$ cat src/include/itb_regs.vh
`ifndef ITB_REGS_VH
`define ITB_REGS_VH

// Register byte addresses
`define ITB_ADDR_CTRL      8'h00
`define ITB_ADDR_IRQ_EN    8'h04
`define ITB_ADDR_IRQ_FLAG  8'h08
`define ITB_ADDR_TMR       8'h0C
`define ITB_ADDR_TICK      8'h10
`define ITB_ADDR_TBASE     8'h14
`define ITB_ADDR_STAT      8'h18

// AXI responses
`define ITB_RESP_OKAY      2'h0
`define ITB_RESP_SLVERR    2'h2

// Reset values and write masks
`define ITB_TBASE_RESET    8'h37
`define ITB_TBASE_MASK     8'hF7

// Control and group bit positions
`define ITB_CTRL_GIE       0
`define ITB_SRC_IR         0
`define ITB_SRC_CONV       1
`define ITB_SRC_LOWV       2
`define ITB_SRC_NVW        3
`define ITB_SRC_GRP0       4
`define ITB_SRC_GRP1       5
`define ITB_SRC_GRP4       6
`define ITB_NSRC           7
`define ITB_EN_LSB         8

// Time base control fields
`define ITB_TBASE_ON       7
`define ITB_TBASE_CK       6
`define ITB_TBASE_P1_HI    5
`define ITB_TBASE_P1_LO    4
`define ITB_TBASE_P0_HI    2
`define ITB_TBASE_P0_LO    0
`define ITB_TB0_BASE       4'h8
`define ITB_TB1_BASE       4'hC
`define ITB_SYS_DIV_LAST   2'h3

// Status fields
`define ITB_STAT_SFULL     0
`define ITB_STAT_REQ       1
`define ITB_STAT_ID_LO     4

`endif

$ cat src/hdl/itb_top.v
`timescale 1ns/100ps
`default_nettype none
`include "itb_regs.vh"

module itb_top
(
   input  wire        aclk,
   input  wire        aresetn,
   input  wire [7:0]  s_axi_awaddr,
   input  wire        s_axi_awvalid,
   output reg         s_axi_awready,
   input  wire [31:0] s_axi_wdata,
   input  wire [3:0]  s_axi_wstrb,
   input  wire        s_axi_wvalid,
   output reg         s_axi_wready,
   output reg  [1:0]  s_axi_bresp,
   output reg         s_axi_bvalid,
   input  wire        s_axi_bready,
   input  wire [7:0]  s_axi_araddr,
   input  wire        s_axi_arvalid,
   output reg         s_axi_arready,
   output reg  [31:0] s_axi_rdata,
   output reg  [1:0]  s_axi_rresp,
   output reg         s_axi_rvalid,
   input  wire        s_axi_rready,
   input  wire        ir_sense_active,
   input  wire        ir_detect,
   input  wire        conv_done,
   input  wire        low_supply,
   input  wire        nv_write_end,
   input  wire [3:0]  tmr_match,
   input  wire        sub_clk_pin,
   input  wire        stack_full,
   input  wire        vec_ack,
   input  wire        irq_return_instr,
   output reg         vec_req_q,
   output reg  [2:0]  vec_id_q,
   output reg         wake_q
);

   // Software-visible state
   reg         global_irq_en_q;
   reg  [6:0]  src_en_q;
   reg  [6:0]  src_flag_q;
   reg  [3:0]  tmr_flag_q;
   reg  [3:0]  tmr_en_q;
   reg  [1:0]  tick_flag_q;
   reg  [1:0]  tick_en_q;
   reg  [7:0]  tbase_ctrl_q;

   // Bus slave state
   reg         aw_have_q;
   reg         w_have_q;
   reg  [7:0]  awaddr_q;
   reg  [31:0] wdata_q;
   reg  [3:0]  wstrb_q;

   reg         global_irq_en_d;
   reg  [6:0]  src_flag_d;
   reg  [3:0]  tmr_flag_d;
   reg  [1:0]  tick_flag_d;
   reg  [31:0] rd_word;
   reg         rd_hit;

   wire        do_write;
   wire        sub_rise;
   wire        tick0;
   wire        tick1;
   wire [6:0]  src_set;
   wire [6:0]  svc_clr;
   wire [6:0]  pending;
   wire [3:0]  tmr_rise;
   wire [1:0]  tick_rise;
   wire [31:0] wmask;
   wire [31:0] flag_mrg;
   wire [31:0] tmr_mrg;
   wire [31:0] tick_mrg;
   wire        wr_ctrl;
   wire        wr_en;
   wire        wr_flag;
   wire        wr_tmr;
   wire        wr_tick;
   wire        wr_tbase;
   wire        vec_go;

   // Byte-lane mask from write strobes
   function [31:0] strb_mask;
      input [3:0] s;
      begin
         strb_mask = {{8{s[3]}}, {8{s[2]}}, {8{s[1]}}, {8{s[0]}}};
      end
   endfunction

   // Lowest set bit wins: fixed priority, IR sensing highest
   function [2:0] prio_id;
      input [6:0] p;
      integer i;
      begin
         prio_id = 3'h0;
         for (i = 6; i >= 0; i = i - 1)
            if (p[i])
               prio_id = i[2:0];
      end
   endfunction

   // One-hot of a source index
   function [6:0] onehot7;
      input [2:0] id;
      begin
         onehot7 = 7'h01 << id;
      end
   endfunction

   // Merge a register field under the byte mask
   function [31:0] merge;
      input [31:0] old;
      input [31:0] nw;
      input [31:0] m;
      begin
         merge = (old & ~m) | (nw & m);
      end
   endfunction

   // Sub clock arrives from a pin: synchronise before use
   itb_sync_rise u_sub_sync
   (
      .aclk    (aclk),
      .aresetn (aresetn),
      .pin_in  (sub_clk_pin),
      .rise_q  (sub_rise)
   );

   itb_tick_gen u_tick
   (
      .aclk       (aclk),
      .aresetn    (aresetn),
      .sub_rise   (sub_rise),
      .tbase_ctrl (tbase_ctrl_q),
      .tick0_q    (tick0),
      .tick1_q    (tick1)
   );

   // Write decode; both halves of a write must be held
   assign do_write = aw_have_q & w_have_q & ~s_axi_bvalid;
   assign wmask    = strb_mask(wstrb_q);
   assign flag_mrg = merge({25'h0, src_flag_q}, wdata_q, wmask);
   assign tmr_mrg  = merge({28'h0, tmr_flag_q}, wdata_q, wmask);
   assign tick_mrg = merge({30'h0, tick_flag_q}, wdata_q, wmask);
   assign wr_ctrl  = do_write & (awaddr_q == `ITB_ADDR_CTRL);
   assign wr_en    = do_write & (awaddr_q == `ITB_ADDR_IRQ_EN);
   assign wr_flag  = do_write & (awaddr_q == `ITB_ADDR_IRQ_FLAG);
   assign wr_tmr   = do_write & (awaddr_q == `ITB_ADDR_TMR);
   assign wr_tick  = do_write & (awaddr_q == `ITB_ADDR_TICK);
   assign wr_tbase = do_write & (awaddr_q == `ITB_ADDR_TBASE);

   // Member flag rises gated by member enables feed the groups
   assign tmr_rise  = tmr_flag_d & ~tmr_flag_q & tmr_en_q;
   assign tick_rise = tick_flag_d & ~tick_flag_q & tick_en_q;

   // Hardware set events for the vectored flags
   assign src_set[`ITB_SRC_IR]   = ir_detect & ir_sense_active;
   assign src_set[`ITB_SRC_CONV] = conv_done;
   assign src_set[`ITB_SRC_LOWV] = low_supply;
   assign src_set[`ITB_SRC_NVW]  = nv_write_end;
   assign src_set[`ITB_SRC_GRP0] = |tmr_rise[1:0];
   assign src_set[`ITB_SRC_GRP1] = |tmr_rise[3:2];
   assign src_set[`ITB_SRC_GRP4] = |tick_rise;

   // Service clears only the vectored flag, never member flags
   assign vec_go  = vec_req_q & vec_ack;
   assign svc_clr = vec_go ? onehot7(vec_id_q) : 7'h00;
   assign pending = src_flag_q & src_en_q;

   // Flag next state: hardware set wins over any clear
   always @*
   begin
      src_flag_d  = src_flag_q;
      tmr_flag_d  = tmr_flag_q;
      tick_flag_d = tick_flag_q;
      if (wr_flag)
         src_flag_d = flag_mrg[6:0];
      if (wr_tmr)
         tmr_flag_d = tmr_mrg[3:0];
      if (wr_tick)
         tick_flag_d = tick_mrg[1:0];
      src_flag_d  = (src_flag_d & ~svc_clr) | src_set;
      tmr_flag_d  = tmr_flag_d | tmr_match;
      tick_flag_d = tick_flag_d | {tick1, tick0};
   end

   // Global enable: service clears, interrupt return sets
   always @*
   begin
      global_irq_en_d = global_irq_en_q;
      if (wr_ctrl & wstrb_q[0])
         global_irq_en_d = wdata_q[`ITB_CTRL_GIE];
      if (irq_return_instr)
         global_irq_en_d = 1'b1;
      if (vec_go)
         global_irq_en_d = 1'b0;
   end

   // Interrupt state and vector request
   always @(posedge aclk)
   begin
      if (!aresetn)
      begin
         global_irq_en_q <= 1'b0;
         src_en_q        <= 7'h00;
         src_flag_q      <= 7'h00;
         tmr_flag_q      <= 4'h0;
         tmr_en_q        <= 4'h0;
         tick_flag_q     <= 2'h0;
         tick_en_q       <= 2'h0;
         tbase_ctrl_q    <= `ITB_TBASE_RESET;
         vec_req_q       <= 1'b0;
         vec_id_q        <= 3'h0;
         wake_q          <= 1'b0;
      end
      else
      begin
         global_irq_en_q <= global_irq_en_d;
         src_flag_q      <= src_flag_d;
         tmr_flag_q      <= tmr_flag_d;
         tick_flag_q     <= tick_flag_d;
         if (wr_en & wstrb_q[0])
            src_en_q <= wdata_q[6:0];
         if (wr_tmr & wstrb_q[1])
            tmr_en_q <= wdata_q[`ITB_EN_LSB+3:`ITB_EN_LSB];
         if (wr_tick & wstrb_q[1])
            tick_en_q <= wdata_q[`ITB_EN_LSB+1:`ITB_EN_LSB];
         if (wr_tbase & wstrb_q[0])
            tbase_ctrl_q <= wdata_q[7:0] & `ITB_TBASE_MASK;
         // Only the return address is pushed by the core on acceptance
         vec_req_q <= global_irq_en_d & ~stack_full & (|(pending & ~svc_clr));
         vec_id_q  <= prio_id(pending & ~svc_clr);
         // Any rising flag wakes, enables ignored; a preset flag cannot rise
         wake_q <= (|(src_flag_d & ~src_flag_q)) | (|(tmr_flag_d & ~tmr_flag_q)) |
                   (|(tick_flag_d & ~tick_flag_q));
      end
   end

   // Read mux; unmapped addresses answer zero with an error
   always @*
   begin
      rd_word = 32'h0000_0000;
      rd_hit  = 1'b1;
      case (s_axi_araddr)
         `ITB_ADDR_CTRL:     rd_word = {31'h0, global_irq_en_q};
         `ITB_ADDR_IRQ_EN:   rd_word = {25'h0, src_en_q};
         `ITB_ADDR_IRQ_FLAG: rd_word = {25'h0, src_flag_q};
         `ITB_ADDR_TMR:      rd_word = {20'h0, tmr_en_q, 4'h0, tmr_flag_q};
         `ITB_ADDR_TICK:     rd_word = {22'h0, tick_en_q, 6'h0, tick_flag_q};
         `ITB_ADDR_TBASE:    rd_word = {24'h0, tbase_ctrl_q};
         `ITB_ADDR_STAT:     rd_word = {25'h0, vec_id_q, 2'h0, vec_req_q, stack_full};
         default:            rd_hit  = 1'b0;
      endcase
   end

   // Write channels: address and data taken in either order
   always @(posedge aclk)
   begin
      if (!aresetn)
      begin
         aw_have_q     <= 1'b0;
         w_have_q      <= 1'b0;
         awaddr_q      <= 8'h00;
         wdata_q       <= 32'h0000_0000;
         wstrb_q       <= 4'h0;
         s_axi_awready <= 1'b0;
         s_axi_wready  <= 1'b0;
         s_axi_bvalid  <= 1'b0;
         s_axi_bresp   <= `ITB_RESP_OKAY;
      end
      else
      begin
         s_axi_awready <= ~aw_have_q & ~(s_axi_awvalid & s_axi_awready) & ~s_axi_bvalid;
         s_axi_wready  <= ~w_have_q & ~(s_axi_wvalid & s_axi_wready) & ~s_axi_bvalid;
         if (s_axi_awvalid & s_axi_awready)
         begin
            aw_have_q     <= 1'b1;
            awaddr_q      <= s_axi_awaddr;
            s_axi_awready <= 1'b0;
         end
         if (s_axi_wvalid & s_axi_wready)
         begin
            w_have_q     <= 1'b1;
            wdata_q      <= s_axi_wdata;
            wstrb_q      <= s_axi_wstrb;
            s_axi_wready <= 1'b0;
         end
         if (do_write)
         begin
            aw_have_q    <= 1'b0;
            w_have_q     <= 1'b0;
            s_axi_bvalid <= 1'b1;
            s_axi_bresp  <= (wr_ctrl | wr_en | wr_flag | wr_tmr | wr_tick | wr_tbase |
                             (awaddr_q == `ITB_ADDR_STAT)) ? `ITB_RESP_OKAY : `ITB_RESP_SLVERR;
         end
         else if (s_axi_bvalid & s_axi_bready)
         begin
            s_axi_bvalid <= 1'b0;
         end
      end
   end

   // Read channel: one read in flight, data registered
   always @(posedge aclk)
   begin
      if (!aresetn)
      begin
         s_axi_arready <= 1'b0;
         s_axi_rvalid  <= 1'b0;
         s_axi_rdata   <= 32'h0000_0000;
         s_axi_rresp   <= `ITB_RESP_OKAY;
      end
      else
      begin
         s_axi_arready <= ~s_axi_rvalid & ~(s_axi_arvalid & s_axi_arready);
         if (s_axi_arvalid & s_axi_arready)
         begin
            s_axi_arready <= 1'b0;
            s_axi_rvalid  <= 1'b1;
            s_axi_rdata   <= rd_word;
            s_axi_rresp   <= rd_hit ? `ITB_RESP_OKAY : `ITB_RESP_SLVERR;
         end
         else if (s_axi_rvalid & s_axi_rready)
         begin
            s_axi_rvalid <= 1'b0;
         end
      end
   end

endmodule
`default_nettype wire

$ cat src/hdl/itb_sync_rise.v
`timescale 1ns/100ps
`default_nettype none

// Two-stage synchroniser followed by a rising-edge detector
module itb_sync_rise
(
   input  wire aclk,
   input  wire aresetn,
   input  wire pin_in,
   output reg  rise_q
);

   reg meta_q;
   reg sync_q;
   reg last_q;

   // Edge detect looks only at the second stage, never the first
   always @(posedge aclk)
   begin
      if (!aresetn)
      begin
         meta_q <= 1'b0;
         sync_q <= 1'b0;
         last_q <= 1'b0;
         rise_q <= 1'b0;
      end
      else
      begin
         meta_q <= pin_in;
         sync_q <= meta_q;
         last_q <= sync_q;
         rise_q <= sync_q & ~last_q;
      end
   end

endmodule
`default_nettype wire

$ cat src/hdl/itb_tick_gen.v
`timescale 1ns/100ps
`default_nettype none
`include "itb_regs.vh"

// Two-channel time base: shared prescaled counter, two overflow taps
module itb_tick_gen
(
   input  wire       aclk,
   input  wire       aresetn,
   input  wire       sub_rise,
   input  wire [7:0] tbase_ctrl,
   output reg        tick0_q,
   output reg        tick1_q
);

   reg  [1:0]  div_q;
   reg  [14:0] cnt_q;
   wire        tick_clock;
   wire [3:0]  n0;
   wire [3:0]  n1;

   // Mask of the low n bits of the counter
   function [14:0] low_mask;
      input [3:0] n;
      begin
         low_mask = 15'h7FFF >> (4'hF - n);
      end
   endfunction

   // Channel period in bits: base plus select code
   assign n0 = `ITB_TB0_BASE + {1'b0, tbase_ctrl[`ITB_TBASE_P0_HI:`ITB_TBASE_P0_LO]};
   assign n1 = `ITB_TB1_BASE + {2'h0, tbase_ctrl[`ITB_TBASE_P1_HI:`ITB_TBASE_P1_LO]};

   // Sub clock edge or system clock over four
   assign tick_clock = tbase_ctrl[`ITB_TBASE_CK] ? (div_q == `ITB_SYS_DIV_LAST) : sub_rise;

   // One counter serves both channels, so a period change takes effect mid-count
   always @(posedge aclk)
   begin
      if (!aresetn)
      begin
         div_q   <= 2'h0;
         cnt_q   <= 15'h0000;
         tick0_q <= 1'b0;
         tick1_q <= 1'b0;
      end
      else
      begin
         div_q   <= div_q + 2'h1;
         tick0_q <= 1'b0;
         tick1_q <= 1'b0;
         if (!tbase_ctrl[`ITB_TBASE_ON])
         begin
            cnt_q <= 15'h0000;
         end
         else if (tick_clock)
         begin
            cnt_q   <= cnt_q + 15'h0001;
            tick0_q <= (cnt_q & low_mask(n0)) == low_mask(n0);
            tick1_q <= (cnt_q & low_mask(n1)) == low_mask(n1);
         end
      end
   end

endmodule
`default_nettype wire

$ cat config.mk
export PLATFORM = sky130hd
export DESIGN_NAME = itb_top
export DESIGN_NICKNAME = d
export VERILOG_FILES = /design/src/hdl/itb_top.v /design/src/hdl/itb_sync_rise.v /design/src/hdl/itb_tick_gen.v
export VERILOG_INCLUDE_DIRS = /design/src /design/src/include
export SDC_FILE = /design/constraint.sdc
export NUM_CORES = 1
export LEC_CHECK = 0
export ABC_AREA = 0
export BUFFER_PORTS_ARGS = -buffer_cell sky130_fd_sc_hd__buf_2
export CORE_ASPECT_RATIO = 1.2
export CORE_MARGIN = 2
export CORE_UTILIZATION = 30
export CTS_CLUSTER_SIZE = 14
export DETAILED_ROUTE_END_ITERATION = 8
export GPL_ROUTABILITY_DRIVEN = 0
export GPL_TIMING_DRIVEN = 1
export PLACE_DENSITY = 0.51
export SLEW_MARGIN = 20
export SYNTH_ARGS = -nofsm -noshare
export SYNTH_HDL_FRONTEND = slang
export SYNTH_SLANG_ARGS = --single-unit
$ cat constraint.sdc
create_clock -name aclk -period 3.9 [get_ports aclk]
set_input_delay 0.78 -clock aclk [delete_from_list [all_inputs] [get_ports aclk]]
set_output_delay 0.78 -clock aclk [all_outputs]
set_load 0.02 [all_outputs]
# Yosys cells after proc, flatten, opt, wreduce, memory -nomap -nowiden
# Index checks and enable logic that the tools add are counted.
# totals
regBits	127
input_bits	72
out_inout_bits	46
wordCells	172
# classes
reduce_logical	21
muxes	22
eq_ne	15
addsub	6
shift	3
bitwise_logic	71
# ops
cell	count
$pmux 12 s7	1
$eq 8x5->1 const B	6
$and 7x7->7	6
$eq 8x4->1 const B	4
$and 15x15->15	2
$eq 15x15->1	2
$shr 15x4->15 const A	2
$and 1x1->1	28
$not 7->7	3
$reduce_or 7->1	3
$reduce_or 2->1	9
$eq 8x3->1 const B	2
$logic_not 8->1	2
$add 15x1->15 const B	1
$mux 7	2
$or 7x7->7	2
$and 4x4->4	3
$mux 1	10
$mux 2	5
$not 1->1	10
$mux 3	3
$or 1x1->1	8
$or 4x4->4	2
$sub 4x4->4 const A	2
16 further kinds	20

# Longest topological paths before layout
# Gate-level depths: netlist of run 1.
# depth
ltp_word	13
ltp_mapped	7
depth_no_buf	7

# Cells and area by module
# From an unflattened synthesis of run 1, not the netlist that was laid out.
# unflattened
hier_cells	585
hier_area_um2	5006.1
# modules_own_cells
module	n_inst	area_each_um2	seq_area_each_um2	cells_per_inst
itb_top	1	4020.1	1641.6	475
itb_tick_gen	1	874.6	380.4	102
itb_sync_rise	1	111.4	80.1	8

# Worst setup path after synthesis of run 1
# Ideal clock, no wire load.
# synth_path
path_kind	register to register
start	register s_axi_bvalid
end	register wake_q
required_ns	3.776
synth_period_minus_slack_ns	2.464
n_path_buf	0
slack_ns	1.436
setup_time_ns	0.124
stages_incl_launch_ff	7
arrival_ns	2.339
path_cell_list	dfxtp_1 > or4b_4 > nor4_4 > mux2_2 > nand3_2 > a31oi_1 > a2111o_1
# synth_via
elab_chain_len	13
elab_cells_between_ends	25
classes_between	3 x mux; 16 x bitwise; 6 x reduce/logical
# synth_lines
item	line_no	source
start: declaration	itb_top.v:17	output reg s_axi_bvalid,
start signal: assignment	itb_top.v:272	s_axi_bvalid <= 1'b0;
start signal: assignment	itb_top.v:296	s_axi_bvalid <= 1'b1;
start signal: assignment	itb_top.v:302	s_axi_bvalid <= 1'b0;
$not 1->1 *	itb_top.v:144	assign do_write = aw_have_q & w_have_q & ~s_axi_bvalid;
$and 1x1->1 *	itb_top.v:144	
$and 1x1->1 (on tied branches)	itb_top.v:152, itb_top.v:153	
$mux 4 or $mux 2 (tied branches)	itb_top.v:182, itb_top.v:184	
$or 4x4->4 or $or 2x2->2 (tied branches)	itb_top.v:187, itb_top.v:188	
$and 4x4->4 or $and 2x2->2 (tied branches)	-	
$and 4x4->4 or $and 2x2->2 (tied branches)	itb_top.v:157, itb_top.v:158	
$reduce_or 2->1 (on tied branches)	itb_top.v:165, itb_top.v:166, itb_top.v:167	
$or 7x7->7	itb_top.v:186	src_flag_d = (src_flag_d & ~svc_clr) | src_set;
$and 7x7->7	itb_top.v:238	wake_q <= (|(src_flag_d & ~src_flag_q)) | (|(tmr_flag_d & ~tmr_flag_q)) |
$reduce_or 7->1	itb_top.v:238	
$or 1x1->1	itb_top.v:238	
$or 1x1->1 *	itb_top.v:238	
end signal: assignment	itb_top.v:238	
end: declaration	itb_top.v:38	output reg wake_q
# Mark *: on every way between the ends. The rest lies on a longest branch, timed or not.
# A chain may end at the register's enable or synchronous reset.

# Worst setup path in the final report of run 1
# Ends and elaborated chain as after synthesis.

==> results of run 1 <==
==> area by class of cell <==
class / instances / share of cell area
diodes: 1 / 0.0004336
clock buffers: 10 / 0.04140
clock inverters: 6 / 0.008671
inverters: 19 / 0.01236
multi-input cells: 428 / 0.4589
flip-flops and latches: 105 / 0.3642
well taps: 216 / 0.04682
repair buffers: 76 / 0.06720
==> layer usage <==
metal  track usage  vias up  wire length [microns]
li1              -     2091                      -
met1        0.1880     1936                   5783
met2        0.2448      132                   6179
met3       0.02773       24                    738
met4       0.05862        0                    312
met5             0        -                      0
==> Yosys cell counts, types with 3 or more instances <==
cell                       number
sky130_fd_sc_hd__buf_4         22
sky130_fd_sc_hd__mux2i_1       30
sky130_fd_sc_hd__a21boi_0      29
sky130_fd_sc_hd__clkbuf_1      17
sky130_fd_sc_hd__nor2b_1       29
sky130_fd_sc_hd__xor2_1        10
sky130_fd_sc_hd__o22ai_1        5
sky130_fd_sc_hd__or3_1          5
sky130_fd_sc_hd__inv_1         19
sky130_fd_sc_hd__a221oi_1       3
sky130_fd_sc_hd__o211ai_1       6
sky130_fd_sc_hd__and3_1         7
sky130_fd_sc_hd__mux2_2         5
sky130_fd_sc_hd__dfxtp_1      105
sky130_fd_sc_hd__nand2_1       90
sky130_fd_sc_hd__a22o_1         4
sky130_fd_sc_hd__clkbuf_8       3
sky130_fd_sc_hd__nand4_1        7
sky130_fd_sc_hd__nand3_1       18
sky130_fd_sc_hd__nand3b_1       6
sky130_fd_sc_hd__o21ai_0       20
sky130_fd_sc_hd__nor3_1        10
sky130_fd_sc_hd__a21oi_1       18
sky130_fd_sc_hd__and2_1        14
sky130_fd_sc_hd__nand2b_1       6
sky130_fd_sc_hd__a22oi_1        5
sky130_fd_sc_hd__nor3b_1        7
sky130_fd_sc_hd__nor2_1        32
==> critical path, delay by kind of cell (launching register included) <==
family	cells	cell delay, ns
flops	1	0.36
compound gates	2	0.48
mux	1	0.41
simple gates	3	1.28
==> cells by family after synthesis <==
| group | count (synthesis) | share of synthesized area |
|---|---|---|
| flops | 105 | 0.4134 |
| buf+inv | 67 | 0.08120 |
| compound gates | 108 | 0.1464 |
| fa+ha+maj | 2 | 0.004920 |
| other cells | 1 | 0.0007375 |
| simple gates | 248 | 0.2581 |
| xor+xnor | 12 | 0.02067 |
| mux | 36 | 0.07456 |
==> stage by stage <==
step,std cells,worst slack [ns]
floorplan,600,1.436
global placement,844,1.165
detailed placement,844,1.087
CTS,860,1.232
global route,860,1.133
finish,861,1.242
==> power by group through the flow <==
stage	registers, uW	logic, uW	clock network (uW)
final	1130	174	886
after global routing	1140	196	946
after global placement	1160	173	0
after detailed placement	1160	176	0
after CTS	1130	176	910
after floorplan	1150	148	0
==> path summary, 6_finish.rpt <==
kind / end / cells after the start / startpoint / slack [ns]
setup / recovery: wake_q / 6 / s_axi_bvalid / 1.24
hold / removal: u_sub_sync.rise_q / 1 / u_sub_sync.last_q / 0.38
hold reg to reg: u_sub_sync.rise_q / 1 / u_sub_sync.last_q / 0.38
setup reg to reg: wake_q / 6 / s_axi_bvalid / 1.24
==> sequential cells by signal, indices dropped and copies added, names as in the netlist, 3 cells and up <==
signal and flops:
src_flag_q 7, s_axi_rdata 12, u_tick.cnt_q 15, awaddr_q 8, tbase_ctrl_q 7, vec_id_q 3, tmr_flag_q 4, src_en_q 7
tmr_en_q 4, wdata_q 12
==> impl_summary.txt, run 1 <==
----------------------------------------------------
[Final layout]
  Fraction of layout instances using a drive strength above 1 ... 0.1724
  Area taken by multi-input logic gates ... roughly 2600 sq um
  Layout overhead on the synthesized area ... 13.51%
  Fin util ... 0.3452
  Commonest non-fill, non-tap cell in the layout ... sky130_fd_sc_hd__dfxtp_1
  Area occupied by registers ... 2102 sq um
  Fill cells ... ~1700
  Post-layout instance area ... about 5800 sq um
  Most frequent cells in the layout ... 105 x sky130_fd_sc_hd__dfxtp_1, 90 x sky130_fd_sc_hd__nand2_1, 73 x sky130_fd_sc_hd__buf_2
  Net count reported at finish ... between 700 and 800

[Yosys]
  Post-synthesis instance total ... ~580
  Number of different library cells in the post-synthesis netlist ... 67
  Dominant cell type by area after synthesis ... sky130_fd_sc_hd__dfxtp_1
  Number of warnings reported in the yosys synthesis log ... 0
  Flop and latch count out of synthesis ... ~110
  Synth async-reset ratio ... 0
  Mean instance size in the synthesized netlist ... 8.782 sq um
  Top_reg_cell synth ... sky130_fd_sc_hd__dfxtp_1
  Mapped Area ... roughly 5100 sq um
  Register area share after synthesis ... 0.4134
  Number of enable flip-flop cells after synthesis ... 0
  Fraction of post-synthesis cell area in the top cell type by area ... 0.4134
  Top post-synthesis cells by area ... sky130_fd_sc_hd__dfxtp_1 41%, sky130_fd_sc_hd__nand2_1 6.6%, sky130_fd_sc_hd__mux2i_1 5.9%, sky130_fd_sc_hd__a21boi_0 4.3%, sky130_fd_sc_hd__nor2b_1 3.6%

[Setup path]
  Endpoint required time on the critical path ... 4.13 ns
  Arr. time, crit path ... 2.89 ns
  Worst Setup End Kind ... flip-flop
  Slowest cell on the critical path ... sky130_fd_sc_hd__nor4_4
  Largest fanout on the critical path ... 9
  Critical path class ... reg2reg
  Kind of start point of the critical path ... flip-flop
  Max stage delay on crit path ... 0.66 ns
  Crit-path cells ... or4b_4, nor4_4, mux2_2, nand3_2, a31oi_1, a2111o_1

[Power and ir drop]
  Share of total power in combinational logic ... 0.079
  Switch share ... 0.2591
  Total power divided by cell area ... between 300 and 400 nW/um^2
  Leakage ... between 0.002 and 0.0025 uW
  Internal Dissipation ... 1626 uW
  Pwr Total ... 2195 uW
  Clock group share of total power ... 0.404
  Worst VDD drop ... 0.0001710 V
  Sequential group share of total power ... 0.517
  Psw ... between 500 and 600 uW

[STA]
  Max-slew violations ... 0
  Minimum hold slack ... 0.3755 ns
  Unrepaired setup endpoints after global routing ... false
  Portion of the clock cycle consumed by the worst path in the final layout ... 0.6816
  Remaining max-slew budget at the tightest pin ... 0.4777
  # setup viols final ... 0
  Post-Route Skew ... between 0.007 and 0.008 ns
  Hold violation total from the final report ... 0
  Fmax achieved ... approximately 0.38 GHz
  Shortest clock period the worst path allows after layout ... around 2.7 ns
  Slew at the pin closest to its max-slew limit ... between 0.7 and 0.8 ns
  Fin Setup TNS ... 0 ns

[Die]
  Die area ... ~18000 sq um
  Core footprint ... ~17000 sq um
  Floorplan die width ... about 120 microns
  DIE HEIGHT ... 146.6 microns
  FP Rows ... 52
  Effective utilization at floorplan ... 0.3041
  Num ports ... ~120

[CTS]
  TritonCTS clock tree ... yes
  Post-CTS clock slew at the launch and capture registers of the worst setup and hold paths ... ~0.08 ns
  Hold Buf Count CTS ... 0
  Worst-case clock buffer depth ... 2
  Clock latency on the worst-skew pair ... roughly 0.35 ns
  Clock root buffer master ... sky130_fd_sc_hd__clkbuf_16
  Number of setup buffers added after CTS ... 0
  Level count of the clock H-tree ... 3
  CTS resizes ... 0
  Number of CTS-inserted buffers ... 9
  Clock net sink count ... between 100 and 150

[Drt]
  Drt first pass iters ... 7
  Vias after detailed routing ... around 4200
  Routed len/inst ... approximately 15 microns
  DR DRC count ... 0
  Wire length after detailed routing ... approximately 13000 microns
  First DRT Iteration DRCs ... 140
  Via/cell ratio ... approximately 5
  Post-route antenna net violation count ... 0

[Worst hold path]
  Type of the tightest min-delay check ... reg2reg

[Global route]
  GRT Total Usage ... 0.1481
  Number of antenna violations at the first check in global routing ... 0
  Total gr overflow ... 0
  Pin count of the biggest net entering global routing ... 48
  First-pass GRT wire length ... 21000 microns
  Number of global-route vias before repair ... 4102

[Placed design]
  IO Port Bufs ... 73
  Post-placement cell area ... between 5000 and 6000 sq um
  Total half-perimeter wirelength after legalization and detailed placement ... a little over 10000 microns

[Run]
  Maximum Capacitance Violations ... 0

[Run status]
  Status ... completed

----------------------------------------------------
Note: power is estimated with default switching activity, not from simulation.
==> run 2: changes to the inputs <==
==> constraint.sdc (replaced) <==
create_clock -name aclk -period 2.8 [get_ports aclk]
set_input_delay 0.56 -clock aclk [delete_from_list [all_inputs] [get_ports aclk]]
set_output_delay 0.56 -clock aclk [all_outputs]
set_load 0.02 [all_outputs]
==> impl_summary.txt, run 2 (synthesis gave the netlist of run 1 again) <==
----------------------------------------------------
[Run status]
  Status ... completed (unchanged)

[Final layout]
  Layout overhead on the synthesized area ... 14.89% (was 13.51%)
  Largest registers in the final layout ... u_tick.cnt_q (15), s_axi_rdata (12), wdata_q (12) (unchanged)
  Top reg by flops ... u_tick.cnt_q (unchanged)
  Most frequent cells in the layout ... 105 x sky130_fd_sc_hd__dfxtp_1, 90 x sky130_fd_sc_hd__nand2_1, 73 x sky130_fd_sc_hd__buf_2 (unchanged)
  Net count reported at finish ... 718 (was 713)
  Commonest non-fill, non-tap cell in the layout ... sky130_fd_sc_hd__dfxtp_1 (unchanged)
  Fraction of layout instances using a drive strength above 1 ... 0.1772 (was 0.1724)
  Max FFs per register ... 15 (unchanged)

[Drt]
  Via/cell ratio ... 4.867 (was 4.858)
  Drt first pass iters ... 5 (was 7)
  Routed len/inst ... 15.03 microns (was 15.11 microns)
  Post-route antenna net violation count ... 0 (unchanged)
  First DRT Iteration DRCs ... 124 (was 140)
  Wire length after detailed routing ... 13010 microns (unchanged)
  DR DRC count ... 0 (unchanged)
  Vias after detailed routing ... 4215 (was 4183)

[CTS]
  Number of setup buffers added after CTS ... 0 (unchanged)
  Hold Buf Count CTS ... 0 (unchanged)
  Level count of the clock H-tree ... 3 (unchanged)
  Clock latency on the worst-skew pair ... 0.34 ns (was 0.35 ns)
  CTS resizes ... 0 (unchanged)
  Number of CTS-inserted buffers ... 9 (unchanged)
  Post-CTS clock slew at the launch and capture registers of the worst setup and hold paths ... 0.07 ns (was 0.08 ns)
  Clock root buffer master ... sky130_fd_sc_hd__clkbuf_16 (unchanged)
  Clock net sink count ... 105 (unchanged)
  Worst-case clock buffer depth ... 2 (unchanged)
  TritonCTS clock tree ... yes (unchanged)

[Power and ir drop]
  Pwr Total ... 3187 uW (was 2195 uW)
  Leakage ... 0.002238 uW (was 0.002182 uW)
  Worst VDD drop ... 0.0002109 V (was 0.0001710 V)
  Total power divided by cell area ... 545.6 nW/um^2 (was 380.2 nW/um^2)

[STA]
  Hold violation total from the final report ... 0 (unchanged)
  Fin Setup TNS ... 0 ns (unchanged)
  Remaining max-slew budget at the tightest pin ... 0.4786 (was 0.4777)
  Unrepaired setup endpoints after global routing ... false (unchanged)
  Portion of the clock cycle consumed by the worst path in the final layout ... 0.8680 (was 0.6816)
  Fmax achieved ... 0.4115 GHz (was 0.3762 GHz)
  Shortest clock period the worst path allows after layout ... 2.430 ns (was 2.658 ns)
  Slew at the pin closest to its max-slew limit ... 0.7761 ns (was 0.7776 ns)
  Post-Route Skew ... 0.008079 ns (was 0.007785 ns)
  Max-slew violations ... 0 (unchanged)
  # setup viols final ... 0 (unchanged)

[Die]
  Effective utilization at floorplan ... 0.3041 (unchanged)
  DIE HEIGHT ... 146.6 microns (unchanged)
  Core footprint ... 16720 sq um (unchanged)
  Num ports ... 118 (unchanged)
  Die area ... 18010 sq um (unchanged)
  Floorplan die width ... 122.8 microns (unchanged)
  FP Rows ... 52 (unchanged)

[Setup path]
  Largest fanout on the critical path ... 4 (was 9)
  Kind of start point of the critical path ... flip-flop (unchanged)
  Arr. time, crit path ... 2.65 ns (was 2.89 ns)
  Worst Setup End Kind ... flip-flop (unchanged)
  Endpoint required time on the critical path ... 3.02 ns (was 4.13 ns)
  Critical path class ... reg2reg (unchanged)

[Placed design]
  IO Port Bufs ... 73 (unchanged)
  Total half-perimeter wirelength after legalization and detailed placement ... 10120 microns (was 10080 microns)

[Worst hold path]
  Type of the tightest min-delay check ... reg2reg (unchanged)

[Global route]
  Number of antenna violations at the first check in global routing ... 0 (unchanged)
  GRT Total Usage ... 0.1490 (was 0.1481)
  Total gr overflow ... 0 (unchanged)
  Pin count of the biggest net entering global routing ... 37 (was 48)
  First-pass GRT wire length ... 21110 microns (was 21000 microns)
  Number of global-route vias before repair ... 4185 (was 4102)

[Run]
  Maximum Capacitance Violations ... 0 (unchanged)

----------------------------------------------------
==> run 2: changes by cell type in the layout (fill, tap and decap cells not counted), sizes merged <==
cell	change
buf	+5
bufinv	+2
clkbuf	+1
clkinv	+3
clkinvlp	-4
inv	-2
==> run 2: per-layer routing <==
layer / global-route usage / routed length (microns) / vias to the layer above / part of all wire
met5: 0 / 0 / - / 0
met1: 0.1912 / 5772 / 1953 / 0.44
met3: 0.03086 / 851 / 24 / 0.065
li1: - / - / 2094 / -
met4: 0.05747 / 357 / 0 / 0.027
met2: 0.2425 / 6030 / 144 / 0.46
==> run 2: report_power, final <==
| group | total (uW) | switching (uW) | internal, uW |
|---|---|---|---|
| clock network | 1360 | 556 | 808 |
| logic | 244 | 147 | 97.0 |
| registers | 1580 | 47.5 | 1530 |
==> run 2: final cells by class <==
| cell class | instances | area, sq um |
|---|---|---|
| fillers | 1775 | 10880 |
| multi-input cells | 428 | 2649 |
| flip-flops and latches | 105 | 2102 |
| repair buffers | 81 | 425.4 |
| well taps | 216 | 270.3 |
| clock buffers | 11 | 242.7 |
| clock inverters | 5 | 78.83 |
| inverters | 19 | 71.32 |
| diodes | 1 | 2.502 |
==> run 2: stage by stage <==
| stage | std cells | area [sq um] | hold WS (ns) | setup slack (ns) | utilization |
|---|---|---|---|---|---|
| finish | 866 | 5842 | 0.3852 | 0.3696 | 0.3494 |
| global route | 865 | 5839 | 0.3974 | 0.2896 | 0.3492 |
| CTS | 865 | 5839 | 0.3894 | 0.3528 | 0.3492 |
| detailed placement | 849 | 5518 | 0.3804 | 0.3667 | 0.3300 |
| global placement | 849 | 5518 | 0.3722 | 0.3912 | 0.3300 |
| floorplan | 600 | 5164 | 0.3674 | 0.3363 | - |
==> run 2: worst paths after layout <==
kind / from / endpoint / slack, ns / cells past startpoint
setup / recovery: awaddr_q[0] / wake_q / 0.37 / 6
hold / removal: u_sub_sync.last_q / u_sub_sync.rise_q / 0.39 / 1
setup reg to reg: awaddr_q[0] / wake_q / 0.37 / 6
hold reg to reg: u_sub_sync.last_q / u_sub_sync.rise_q / 0.39 / 1
==> run 2: critical path, stage by stage, from the launching register on <==
cell and delay, ns:
sky130_fd_sc_hd__dfxtp_1 0.32, sky130_fd_sc_hd__or4b_4 0.58, sky130_fd_sc_hd__nor4_4 0.44, sky130_fd_sc_hd__mux2_2 0.39, sky130_fd_sc_hd__nand3_2 0.08, sky130_fd_sc_hd__a31oi_1 0.07, sky130_fd_sc_hd__a2111o_1 0.41
